## src/pprf_pkg.sv

```systemverilog
// Purpose: Shared constants for the process regulator with fault handling.
// Assumes: APB slave with 32-bit data, one word per register, 50 MHz pclk.
// Notes: Byte offsets, reset values and timing counts live here.
package pprf_pkg;
    localparam int unsigned CLK_PERIOD_NS = 20;
    localparam int unsigned TICK_PERIOD_NS = 1000;
    localparam int unsigned TICK_CYCLES = TICK_PERIOD_NS / CLK_PERIOD_NS;
    localparam logic [5:0] TICK_LAST = 6'(TICK_CYCLES - 1);

    localparam logic [7:0] OFS_MODE = 8'h00;
    localparam logic [7:0] OFS_FB_SEL = 8'h04;
    localparam logic [7:0] OFS_SLEEP_SEL = 8'h08;
    localparam logic [7:0] OFS_SETPOINT = 8'h0C;
    localparam logic [7:0] OFS_KP = 8'h10;
    localparam logic [7:0] OFS_TI = 8'h14;
    localparam logic [7:0] OFS_KD = 8'h18;
    localparam logic [7:0] OFS_SLEEP_LVL = 8'h1C;
    localparam logic [7:0] OFS_SLEEP_DLY = 8'h20;
    localparam logic [7:0] OFS_WAKE_LVL = 8'h24;
    localparam logic [7:0] OFS_WAKE_DLY = 8'h28;
    localparam logic [7:0] OFS_MAIN_SRC = 8'h2C;
    localparam logic [7:0] OFS_PROT = 8'h30;
    localparam logic [7:0] OFS_RATED = 8'h34;
    localparam logic [7:0] OFS_DI_FUNC = 8'h38;
    localparam logic [7:0] OFS_DISP_RANGE = 8'h3C;
    localparam logic [7:0] OFS_DISP_UNIT = 8'h40;
    localparam logic [7:0] OFS_DISP_VAL = 8'h44;
    localparam logic [7:0] OFS_STATUS = 8'h48;
    localparam logic [7:0] OFS_FAULT_CLR = 8'h4C;
    localparam logic [7:0] OFS_PID_OUT = 8'h50;
    localparam logic [7:0] OFS_HISTORY = 8'h54;

    localparam logic [3:0] MODE_RESET = 4'h0;
    localparam logic [7:0] FB_SEL_RESET = 8'h01;
    localparam logic [15:0] KP_RESET = 16'h0200;
    localparam logic [15:0] TI_RESET = 16'h0005;
    localparam logic [15:0] WORD_RESET = 16'h0000;
    localparam logic [7:0] BYTE_RESET = 8'h00;

    localparam logic [7:0] FB_SEL_VOLT = 8'h01;
    localparam logic [7:0] FB_SEL_CURR = 8'h02;
    localparam logic [15:0] FB_LIVE_ZERO = 16'h3333;
    localparam logic [7:0] SLEEP_OFF = 8'h00;
    localparam logic [7:0] SLEEP_LEVEL = 8'h01;
    localparam logic [7:0] SLEEP_INPUT = 8'h02;
    localparam logic [7:0] MAIN_SRC_PID = 8'h05;
    localparam logic [7:0] DI_FAULT_RESET = 8'h11;

    localparam logic [7:0] CODE_NONE = 8'h00;
    localparam logic [7:0] CODE_OVERCURRENT = 8'h01;
    localparam logic [7:0] CODE_SHORT = 8'h02;
    localparam logic [7:0] CODE_GROUND = 8'h03;

    localparam logic signed [23:0] INTEG_MAX = 24'sh7FFFFF;
    localparam logic signed [23:0] INTEG_MIN = -24'sh7FFFFF;
endpackage

```

## src/pprf_top.sv

```systemverilog
// Purpose: Process regulator with sleep supervisor and latched fault handling.
// Assumes: Inputs are synchronous to pclk; APB master holds requests until pready.
// Notes: Gains are Q8.8; delays and integral time count 1 us control updates.
//
// What this block does
// - Error equals setpoint minus feedback each update
// - Proportional gain scales the error
// - Longer integral time slows integral accumulation
// - Mode bit 0 turns regulator on
// - Mode bit 1 selects negative characteristic
// - Mode bit 2 picks derivative input source
// - Mode bit 3 adds target to output
// - Mode 0001b raises speed when feedback low
// - Mode 0011b lowers speed when feedback low
// - Regulator drives reference only when source 5
// - Feedback select 2 current, 1 voltage
// - Sleep select: off, level-based, digital input
// - Sleep after output below level for delay
// - Wake after output above level for delay
// - Fault shows code, contact, coast stop (ramp stop instead for ground leak when ramp select is set)
// - Warning shows code, contact stays off
// - Fault clears by input 17, keypad, power
// - Each newly latched fault code shifted into a four-entry history store
// - Overcurrent trips above 200% rated
// - Ground leak trips above 50% rated
// - Short trip when protection setting enabled
// - Setpoint scaled for engineering unit display
//
// Implementation choices: the APB interface to the registers and the register addresses.
`timescale 1ns/1ps
module pprf_top
    import pprf_pkg::*;
(
    input wire logic pclk,
    input wire logic presetn,
    input wire logic psel,
    input wire logic penable,
    input wire logic pwrite,
    input wire logic [7:0] paddr,
    input wire logic [31:0] pwdata,
    output logic [31:0] prdata,
    output logic pready,
    output logic pslverr,
    input wire logic [15:0] feedback_volt,
    input wire logic [15:0] feedback_curr,
    input wire logic [15:0] other_ref,
    input wire logic [15:0] out_current,
    input wire logic [15:0] ground_current,
    input wire logic short_detect,
    input wire logic sleep_input,
    input wire logic digital_in,
    input wire logic keypad_reset,
    input wire logic [7:0] warning_in,
    output logic [15:0] freq_ref,
    output logic output_on,
    output logic fault_contact,
    output logic [7:0] fault_code,
    output logic [7:0] warning_code,
    output logic coast_stop,
    output logic ramp_stop
);
    import pprf_pkg::*;

    typedef struct packed {
        logic [3:0] mode;
        logic [7:0] fb_sel;
        logic [7:0] sleep_sel;
        logic [7:0] main_src;
        logic ground_en;
        logic ramp_sel;
        logic [7:0] di_func;
        logic [15:0] setpoint;
        logic [15:0] kp;
        logic [15:0] ti;
        logic [15:0] kd;
        logic [15:0] sleep_lvl;
        logic [15:0] sleep_dly;
        logic [15:0] wake_lvl;
        logic [15:0] wake_dly;
        logic [15:0] rated;
        logic [15:0] disp_range;
        logic [7:0] disp_unit;
        logic [31:0] prdata;
        logic pready;
        logic pslverr;
        logic [5:0] tick_cnt;
        logic [15:0] ti_cnt;
        logic signed [23:0] integ;
        logic signed [16:0] d_prev;
        logic [15:0] pid_out;
        logic [15:0] freq_ref;
        logic asleep;
        logic [15:0] delay_cnt;
        logic output_on;
        logic [7:0] fault_code;
        logic fault_contact;
        logic coast_stop;
        logic ramp_stop;
        logic [7:0] warn_code;
        logic [31:0] history;
    } pprf_state_s;

    pprf_state_s state_reg;
    pprf_state_s state_next;

    ////////////////////////////////////////////////////////////////////////////
    // Helpers.

    function automatic logic [15:0] pprf_clamp16(input logic signed [35:0] v);
        if (v < 36'sd0) begin
            return 16'h0000;
        end else if (v > 36'sd65535) begin
            return 16'hFFFF;
        end
        return v[15:0];
    endfunction

    function automatic logic signed [35:0] pprf_mul_q8(input logic signed [17:0] a, input logic [15:0] g);
        logic signed [35:0] prod;
        prod = 36'(a) * 36'(signed'({1'b0, g}));
        return prod >>> 8;
    endfunction

    ////////////////////////////////////////////////////////////////////////////
    // Combinational datapath.

    logic tick;
    logic bus_setup;
    logic bus_write;
    logic [15:0] fb_curr_zero;
    logic [16:0] fb_curr_scaled;
    logic [15:0] feedback;
    logic signed [16:0] error_raw;
    logic signed [16:0] error_val;
    logic signed [16:0] d_in;
    logic signed [35:0] pid_sum;
    logic signed [24:0] integ_sum;
    logic [16:0] oc_limit;
    logic oc_trip;
    logic gf_trip;
    logic sc_trip;
    logic [7:0] trip_code;
    logic reset_req;
    logic [31:0] disp_prod;
    logic [31:0] read_word;
    logic read_hit;

    assign tick = (state_reg.tick_cnt == TICK_LAST);
    assign bus_setup = psel && !penable;
    assign bus_write = psel && penable && pwrite && state_reg.pready;

    // Current loop input removes the 4 mA live zero and rescales to full span.
    assign fb_curr_zero = (feedback_curr > FB_LIVE_ZERO) ? (feedback_curr - FB_LIVE_ZERO) : 16'h0000;
    assign fb_curr_scaled = {1'b0, fb_curr_zero} + {3'b000, fb_curr_zero[15:2]};

    always_comb begin
        unique case (state_reg.fb_sel)
            FB_SEL_CURR: feedback = fb_curr_scaled[16] ? 16'hFFFF : fb_curr_scaled[15:0];
            FB_SEL_VOLT: feedback = feedback_volt;
            default: feedback = 16'h0000;
        endcase
    end

    assign error_raw = signed'({1'b0, state_reg.setpoint}) - signed'({1'b0, feedback});
    assign error_val = state_reg.mode[1] ? -error_raw : error_raw;
    assign d_in = state_reg.mode[2] ? signed'({1'b0, feedback}) : error_val;
    assign integ_sum = 25'(state_reg.integ) + 25'(error_val);

    always_comb begin
        pid_sum = pprf_mul_q8(18'(error_val), state_reg.kp);
        pid_sum = pid_sum + 36'(state_reg.integ);
        pid_sum = pid_sum + pprf_mul_q8(18'(d_in) - 18'(state_reg.d_prev), state_reg.kd);
        if (state_reg.mode[3]) begin
            pid_sum = pid_sum + 36'(signed'({1'b0, state_reg.setpoint}));
        end
    end

    // Overcurrent above twice rated, ground leak above half rated.
    assign oc_limit = {state_reg.rated, 1'b0};
    assign oc_trip = {1'b0, out_current} > oc_limit;
    assign gf_trip = state_reg.ground_en && ({ground_current, 1'b0} > {1'b0, state_reg.rated});
    assign sc_trip = state_reg.ground_en && short_detect;
    assign trip_code = sc_trip ? CODE_SHORT : gf_trip ? CODE_GROUND : oc_trip ? CODE_OVERCURRENT : CODE_NONE;

    assign reset_req = (keypad_reset || (digital_in && state_reg.di_func == DI_FAULT_RESET) ||
                        (bus_write && paddr == OFS_FAULT_CLR && pwdata[0]));

    assign disp_prod = 32'(state_reg.setpoint) * 32'(state_reg.disp_range);

    ////////////////////////////////////////////////////////////////////////////
    // Register read decode.

    always_comb begin
        read_word = 32'h00000000;
        read_hit = 1'b1;
        unique case (paddr)
            OFS_MODE: read_word = {28'h0000000, state_reg.mode};
            OFS_FB_SEL: read_word = {24'h000000, state_reg.fb_sel};
            OFS_SLEEP_SEL: read_word = {24'h000000, state_reg.sleep_sel};
            OFS_SETPOINT: read_word = {16'h0000, state_reg.setpoint};
            OFS_KP: read_word = {16'h0000, state_reg.kp};
            OFS_TI: read_word = {16'h0000, state_reg.ti};
            OFS_KD: read_word = {16'h0000, state_reg.kd};
            OFS_SLEEP_LVL: read_word = {16'h0000, state_reg.sleep_lvl};
            OFS_SLEEP_DLY: read_word = {16'h0000, state_reg.sleep_dly};
            OFS_WAKE_LVL: read_word = {16'h0000, state_reg.wake_lvl};
            OFS_WAKE_DLY: read_word = {16'h0000, state_reg.wake_dly};
            OFS_MAIN_SRC: read_word = {24'h000000, state_reg.main_src};
            OFS_PROT: read_word = {30'h00000000, state_reg.ramp_sel, state_reg.ground_en};
            OFS_RATED: read_word = {16'h0000, state_reg.rated};
            OFS_DI_FUNC: read_word = {24'h000000, state_reg.di_func};
            OFS_DISP_RANGE: read_word = {16'h0000, state_reg.disp_range};
            OFS_DISP_UNIT: read_word = {24'h000000, state_reg.disp_unit};
            OFS_DISP_VAL: read_word = {8'h00, state_reg.disp_unit, disp_prod[31:16]};
            OFS_STATUS: read_word = {8'h00, state_reg.warn_code, state_reg.fault_code,
                                     5'h00, state_reg.asleep, state_reg.output_on, state_reg.fault_contact};
            OFS_FAULT_CLR: read_word = 32'h00000000;
            OFS_PID_OUT: read_word = {state_reg.freq_ref, state_reg.pid_out};
            OFS_HISTORY: read_word = state_reg.history;
            default: read_hit = 1'b0;
        endcase
    end

    ////////////////////////////////////////////////////////////////////////////
    // Next state.

    always_comb begin
        state_next = state_reg;

        // Zero-wait slave: answer lands in the first access cycle.
        state_next.pready = bus_setup;
        state_next.pslverr = bus_setup && !read_hit;
        state_next.prdata = (bus_setup && !pwrite) ? read_word : 32'h00000000;
        if (bus_write) begin
            unique case (paddr)
                OFS_MODE: state_next.mode = pwdata[3:0];
                OFS_FB_SEL: state_next.fb_sel = pwdata[7:0];
                OFS_SLEEP_SEL: state_next.sleep_sel = pwdata[7:0];
                OFS_SETPOINT: state_next.setpoint = pwdata[15:0];
                OFS_KP: state_next.kp = pwdata[15:0];
                OFS_TI: state_next.ti = pwdata[15:0];
                OFS_KD: state_next.kd = pwdata[15:0];
                OFS_SLEEP_LVL: state_next.sleep_lvl = pwdata[15:0];
                OFS_SLEEP_DLY: state_next.sleep_dly = pwdata[15:0];
                OFS_WAKE_LVL: state_next.wake_lvl = pwdata[15:0];
                OFS_WAKE_DLY: state_next.wake_dly = pwdata[15:0];
                OFS_MAIN_SRC: state_next.main_src = pwdata[7:0];
                OFS_PROT: {state_next.ramp_sel, state_next.ground_en} = pwdata[1:0];
                OFS_RATED: state_next.rated = pwdata[15:0];
                OFS_DI_FUNC: state_next.di_func = pwdata[7:0];
                OFS_DISP_RANGE: state_next.disp_range = pwdata[15:0];
                OFS_DISP_UNIT: state_next.disp_unit = pwdata[7:0];
                default: state_next.pslverr = 1'b0;
            endcase
        end

        state_next.tick_cnt = tick ? 6'h00 : state_reg.tick_cnt + 6'h01;

        // Regulator runs on each control update.
        if (!state_reg.mode[0]) begin
            state_next.integ = 24'sh000000;
            state_next.ti_cnt = 16'h0000;
            state_next.d_prev = 17'sh00000;
            if (tick) begin
                state_next.pid_out = 16'h0000;
            end
        end else if (tick) begin
            state_next.pid_out = pprf_clamp16(pid_sum);
            state_next.d_prev = d_in;
            if (state_reg.ti_cnt >= state_reg.ti) begin
                state_next.ti_cnt = 16'h0000;
                if (integ_sum > 25'(INTEG_MAX)) begin
                    state_next.integ = INTEG_MAX;
                end else if (integ_sum < 25'(INTEG_MIN)) begin
                    state_next.integ = INTEG_MIN;
                end else begin
                    state_next.integ = integ_sum[23:0];
                end
            end else begin
                state_next.ti_cnt = state_reg.ti_cnt + 16'h0001;
            end
        end

        state_next.freq_ref = (state_reg.main_src == MAIN_SRC_PID) ? state_reg.pid_out : other_ref;

        // Sleep supervisor.
        unique case (state_reg.sleep_sel)
            SLEEP_LEVEL: begin
                if (tick) begin
                    if (!state_reg.asleep) begin
                        if (state_reg.pid_out < state_reg.sleep_lvl) begin
                            state_next.delay_cnt = state_reg.delay_cnt + 16'h0001;
                            if (state_reg.delay_cnt >= state_reg.sleep_dly) begin
                                state_next.asleep = 1'b1;
                                state_next.delay_cnt = 16'h0000;
                            end
                        end else begin
                            state_next.delay_cnt = 16'h0000;
                        end
                    end else begin
                        if (state_reg.pid_out > state_reg.wake_lvl) begin
                            state_next.delay_cnt = state_reg.delay_cnt + 16'h0001;
                            if (state_reg.delay_cnt >= state_reg.wake_dly) begin
                                state_next.asleep = 1'b0;
                                state_next.delay_cnt = 16'h0000;
                            end
                        end else begin
                            state_next.delay_cnt = 16'h0000;
                        end
                    end
                end
            end
            SLEEP_INPUT: begin
                state_next.asleep = sleep_input;
                state_next.delay_cnt = 16'h0000;
            end
            default: begin
                state_next.asleep = 1'b0;
                state_next.delay_cnt = 16'h0000;
            end
        endcase

        // Fault latch: a new trip wins over a reset in the same cycle.
        if (trip_code != CODE_NONE && !state_reg.fault_contact) begin
            state_next.fault_code = trip_code;
            state_next.fault_contact = 1'b1;
            state_next.coast_stop = !(state_reg.ramp_sel && trip_code == CODE_GROUND);
            state_next.ramp_stop = state_reg.ramp_sel && trip_code == CODE_GROUND;
            state_next.history = {state_reg.history[23:0], trip_code};
        end else if (reset_req && trip_code == CODE_NONE) begin
            state_next.fault_code = CODE_NONE;
            state_next.fault_contact = 1'b0;
            state_next.coast_stop = 1'b0;
            state_next.ramp_stop = 1'b0;
        end

        // Warnings follow their source and never touch the contact.
        state_next.warn_code = warning_in;
        state_next.output_on = !state_next.asleep && !state_next.fault_contact;
    end

    always_ff @(posedge pclk or negedge presetn) begin
        if (!presetn) begin
            state_reg <= '0;
            state_reg.mode <= MODE_RESET;
            state_reg.fb_sel <= FB_SEL_RESET;
            state_reg.kp <= KP_RESET;
            state_reg.ti <= TI_RESET;
            state_reg.rated <= WORD_RESET;
            state_reg.sleep_sel <= BYTE_RESET;
        end else begin
            state_reg <= state_next;
        end
    end

    assign prdata = state_reg.prdata;
    assign pready = state_reg.pready;
    assign pslverr = state_reg.pslverr;
    assign freq_ref = state_reg.freq_ref;
    assign output_on = state_reg.output_on;
    assign fault_contact = state_reg.fault_contact;
    assign fault_code = state_reg.fault_code;
    assign warning_code = state_reg.warn_code;
    assign coast_stop = state_reg.coast_stop;
    assign ramp_stop = state_reg.ramp_stop;
endmodule

```

## config.mk

```make
export PLATFORM = sky130hd
export DESIGN_NAME = pprf_top
export DESIGN_NICKNAME = d
export VERILOG_FILES = /design/src/pprf_pkg.sv /design/src/pprf_top.sv
export SDC_FILE = /design/constraint.sdc
export NUM_CORES = 2
export LEC_CHECK = 0
export BUFFER_PORTS_ARGS = -buffer_cell sky130_fd_sc_hd__buf_4
export CAP_MARGIN = 25
export CORE_AREA = 3 3 475 477
export CTS_BUF_LIST = sky130_fd_sc_hd__clkbuf_16
export CTS_CLUSTER_DIAMETER = 120
export CTS_CLUSTER_SIZE = 30
export DETAILED_ROUTE_END_ITERATION = 6
export DIE_AREA = 0 0 478 480
export GPL_TIMING_DRIVEN = 0
export RECOVER_POWER = 100
export SLEW_MARGIN = 40
export SYNTH_ARGS = -nofsm -noshare
export SYNTH_HDL_FRONTEND = slang
export SYNTH_SLANG_ARGS = --single-unit
```

## constraint.sdc

```tcl
create_clock -name pclk -period 14.63 [get_ports pclk]
set_clock_uncertainty 0.15 [all_clocks]
set_input_delay 2.926 -clock pclk [delete_from_list [all_inputs] [get_ports pclk]]
set_output_delay 2.926 -clock pclk [all_outputs]
set_load 0.01 [all_outputs]
```

==> reports/metrics.csv <==
stage,metric,value,unit
clock_tree,cts_root_buf,clkbuf_16,
layout,final_common_cell,inv_1,
timing,hold_viol,0,
synth,syn_inst,6048,
run,cap_violations,6,
detailed_routing,viasPerCell,4.79,
clock_tree,cts.sinks,374,
clock_tree,ctsHoldBuffers,0,
synth,yosysTopAreaCell,fa_1,
layout,final_area,65600,µm²
detailed_routing,drc_errors,0,
clock_tree,clock_latency,0.60,ns
timing,rsz0062_at_grt,true,
synth,avgSynthCellArea,9.15,µm²
timing,period_share,128,%
global_routing,grt_start_max_net_pins,74,
layout,seq_area,9370,µm²
clock_tree,cts_tree,yes,
detailed_routing,wl_per_cell,20.3,µm
power,combPwrFrac,36.7,%
clock_tree,htree_levels,1,
floorplanning,die_h,480,µm
synth,ys_warn_count,0,
clock_tree,cts.clk_slew.worst_paths,0.12,ns
setup_path,cpMostUsedCell,fa_1,
placement,numPortBuffers,175,
global_routing,grt_pass1_wl,292000,µm
setup_path,path_max_fanout,7,
power,seqPwrFrac,39.0,%
layout,nets,7907,
placement,dp_hpwl,155000,µm
setup_path,cp_slowest_stage_delay,0.57,ns
layout,syn2layout_area_growth,18.5,%
detailed_routing,num_vias,45388,
setup_path,crit_slowest_cell,fa_1,
synth,ys_types,84,
run_status,violations,"max-capacitance violations, max-slew violations, negative setup slack",
global_routing,antenna_found_initial,10,
run_status,status,"finished, violations left",
timing,tightest_slew,3.88,ns
timing,setup_viol,16,
floorplanning,die_w,478,µm
layout,drive_gt1_share,17.0,%
synth,yosys.area.top_type_share,28.4,%
layout,largest_reg_flops,294,
synth,syn-cell-area,55400,µm²
timing,finalCriticalPeriod,18.80,ns
power,power.share.clock,24.3,%
synth,synth_ff_type,dfrtp_1,
timing,drv_slew,385,
floorplanning,core-area,222000,µm²
placement,post-place-ws,-7.96,ns
synth,yosys-top-cells-area,"fa_1 28%, dfrtp_1 17%, ha_1 11%",
setup_path,worstPathArrival,19.12,ns
detailed_routing,ant_nets,0,
detailed_routing,drt_pre_antenna_iters,6,
synth,ys_ff_latch,374,
detailed_routing,drt-initial-drc-count,3201,
clock_tree,clock_path_buffers,3,
power,ir_drop,0.0646,mV
floorplanning,start_util,25.0,%
min_path,hp-class,reg2reg,
synth,ys_async_sr_fraction,100,%
global_routing,grt_pass1_vias,47107,
global_routing,grt_usage,16.4,%
placement,placed_area,61300,µm²
power,switching_share,36.2,%
power,p_total,2710,µW
detailed_routing,routed_wl,192000,µm
power,p_int,1730,µW
layout,multi_input_area,43000,µm²
placement,gp_congestion,0.977,
synth,ys_seq_area_share,16.9,%
floorplanning,io_pins,207,
power,p_sw,982,µW
setup_path,required,14.95,ns
clock_tree,cts-buffers-inserted,19,
synth,synth_edf_count,0,
setup_path,critPathKind,in2reg,
layout,mostFrequentLayoutCells,"1122 x inv_1, 774 x fa_1, 654 x nand2_1",
floorplanning,rows,173,
timing,maxSlewHeadroom,-158,%
timing,fmax,53.2,MHz
timing,whs,0.366,ns
layout,nFillCells,23099,
power,leakage,0.0309,µW
setup_path,startpoint_type,input pin,
timing,layout_setup_ws,-4.17,ns
timing,fin_setup_tns,-66.16,ns
power,powerDensity,41.3,nW/µm²
floorplanning,die_area,229000,µm²
global_routing,grt-ovfl-total,0,
setup_path,worstSetupEndpointType,register,
==> per-stage QoR <==
stage | instances | utilization (%)
finish | 9475 | 29.6
global placement | 9203 | 27.5
global route | 9471 | 29.6
floorplan | 6053 | -
detailed placement | 9211 | 27.6
CTS | 9403 | 29.2
==> power by group through the flow <==
stage	clock [µW]	sequential (µW)	combinational, µW
6_report	659	1060	994
5_1_grt	703	1060	1040
3_5_place_dp	0	1080	645
4_1_cts	672	1060	898
2_1_floorplan	0	1070	370
3_3_place_gp	0	1080	629
==> area by class of cell <==
type,count,share of cell area (%)
Antenna cell,10,0.0382
Clock inverter,12,0.212
Multi-Input combinational cell,4229,65.5
Buffer,308,2.40
Inverter,1138,6.53
Clock buffer,19,0.725
Tap cell,2975,5.68
Timing Repair Buffer,410,4.62
Sequential cell,374,14.3
==> worst max-delay path, delay by kind of cell <==
kind | cells | cell delay (ns)
AOI/OAI and AO/OA | 22 | 4.42
xor gates and xnor gates | 5 | 0.73
adders and majority gates | 14 | 5.35
buffers and inverters | 14 | 1.60
muxes | 1 | 0.32
and+or+nand+nor | 22 | 3.73
==> Yosys cell counts (80+ instances only) <==
master and number:
inv_1 1138, fa_1 785, nand2_1 675, ha_1 505, dfrtp_1 370, and2_1 321, mux2_2 234, clkbuf_1 231
a21oi_1 224, nor2_1 208, o21ai_0 144, xnor2_1 124, xor2_1 93, nand3_1 80
==> routing by layer <==
layer | wire, µm | part of all wire [%] | GRT usage [%]
met3 | 12800 | 6.7 | 2.45
met1 | 78400 | 41 | 20.9
met2 | 90900 | 47 | 27.6
met4 | 9970 | 5.2 | 7.27
met5 | 17 | 0.0089 | 0
==> final timing paths <==
kind / from / end / slack (ns) / cells past startpoint
max: feedback_curr[1] / state_reg[98]$_DFFE_PN0N_ / -4.17 / 78
min: state_reg[111]$_DFFE_PN0P_ / state_reg[111]$_DFFE_PN0P_ / 0.37 / 1
max reg2reg: state_reg[396]$_DFFE_PN0P_ / state_reg[98]$_DFFE_PN0N_ / -1.23 / 65
min reg2reg: state_reg[111]$_DFFE_PN0P_ / state_reg[111]$_DFFE_PN0P_ / 0.37 / 1
max in group asynchronous: presetn / state_reg[346]$_DFFE_PN0P_ / 3.48 / 3
min in group asynchronous: presetn / state_reg[64]$_DFFE_PN0P_ / 3.20 / 1
==> cell families after synthesis <==
kind of cell / Yosys count / synth area share (%)
compound gates: 877 / 10.7
xor+xnor: 217 / 3.43
fa+ha+maj: 1290 / 39.8
buf+inv: 1450 / 10.3
flops: 374 / 16.9
mux: 238 / 4.83
other cells: 1 / 0.00677
simple gates: 1601 / 14.0
==> what timing repair did <==
| item | CTS | global route |
|---|---|---|
| pin swaps | 190 | 124 |
| setup buffers | 163 | 65 |
| setup endpoints to repair | 16 | 16 |
| cloned | 1 | 0 |
| endpoints found under the hold margin | 0 | 0 |
| gates resized for setup | 278 | 163 |
(Power assumes the default switching activity.)
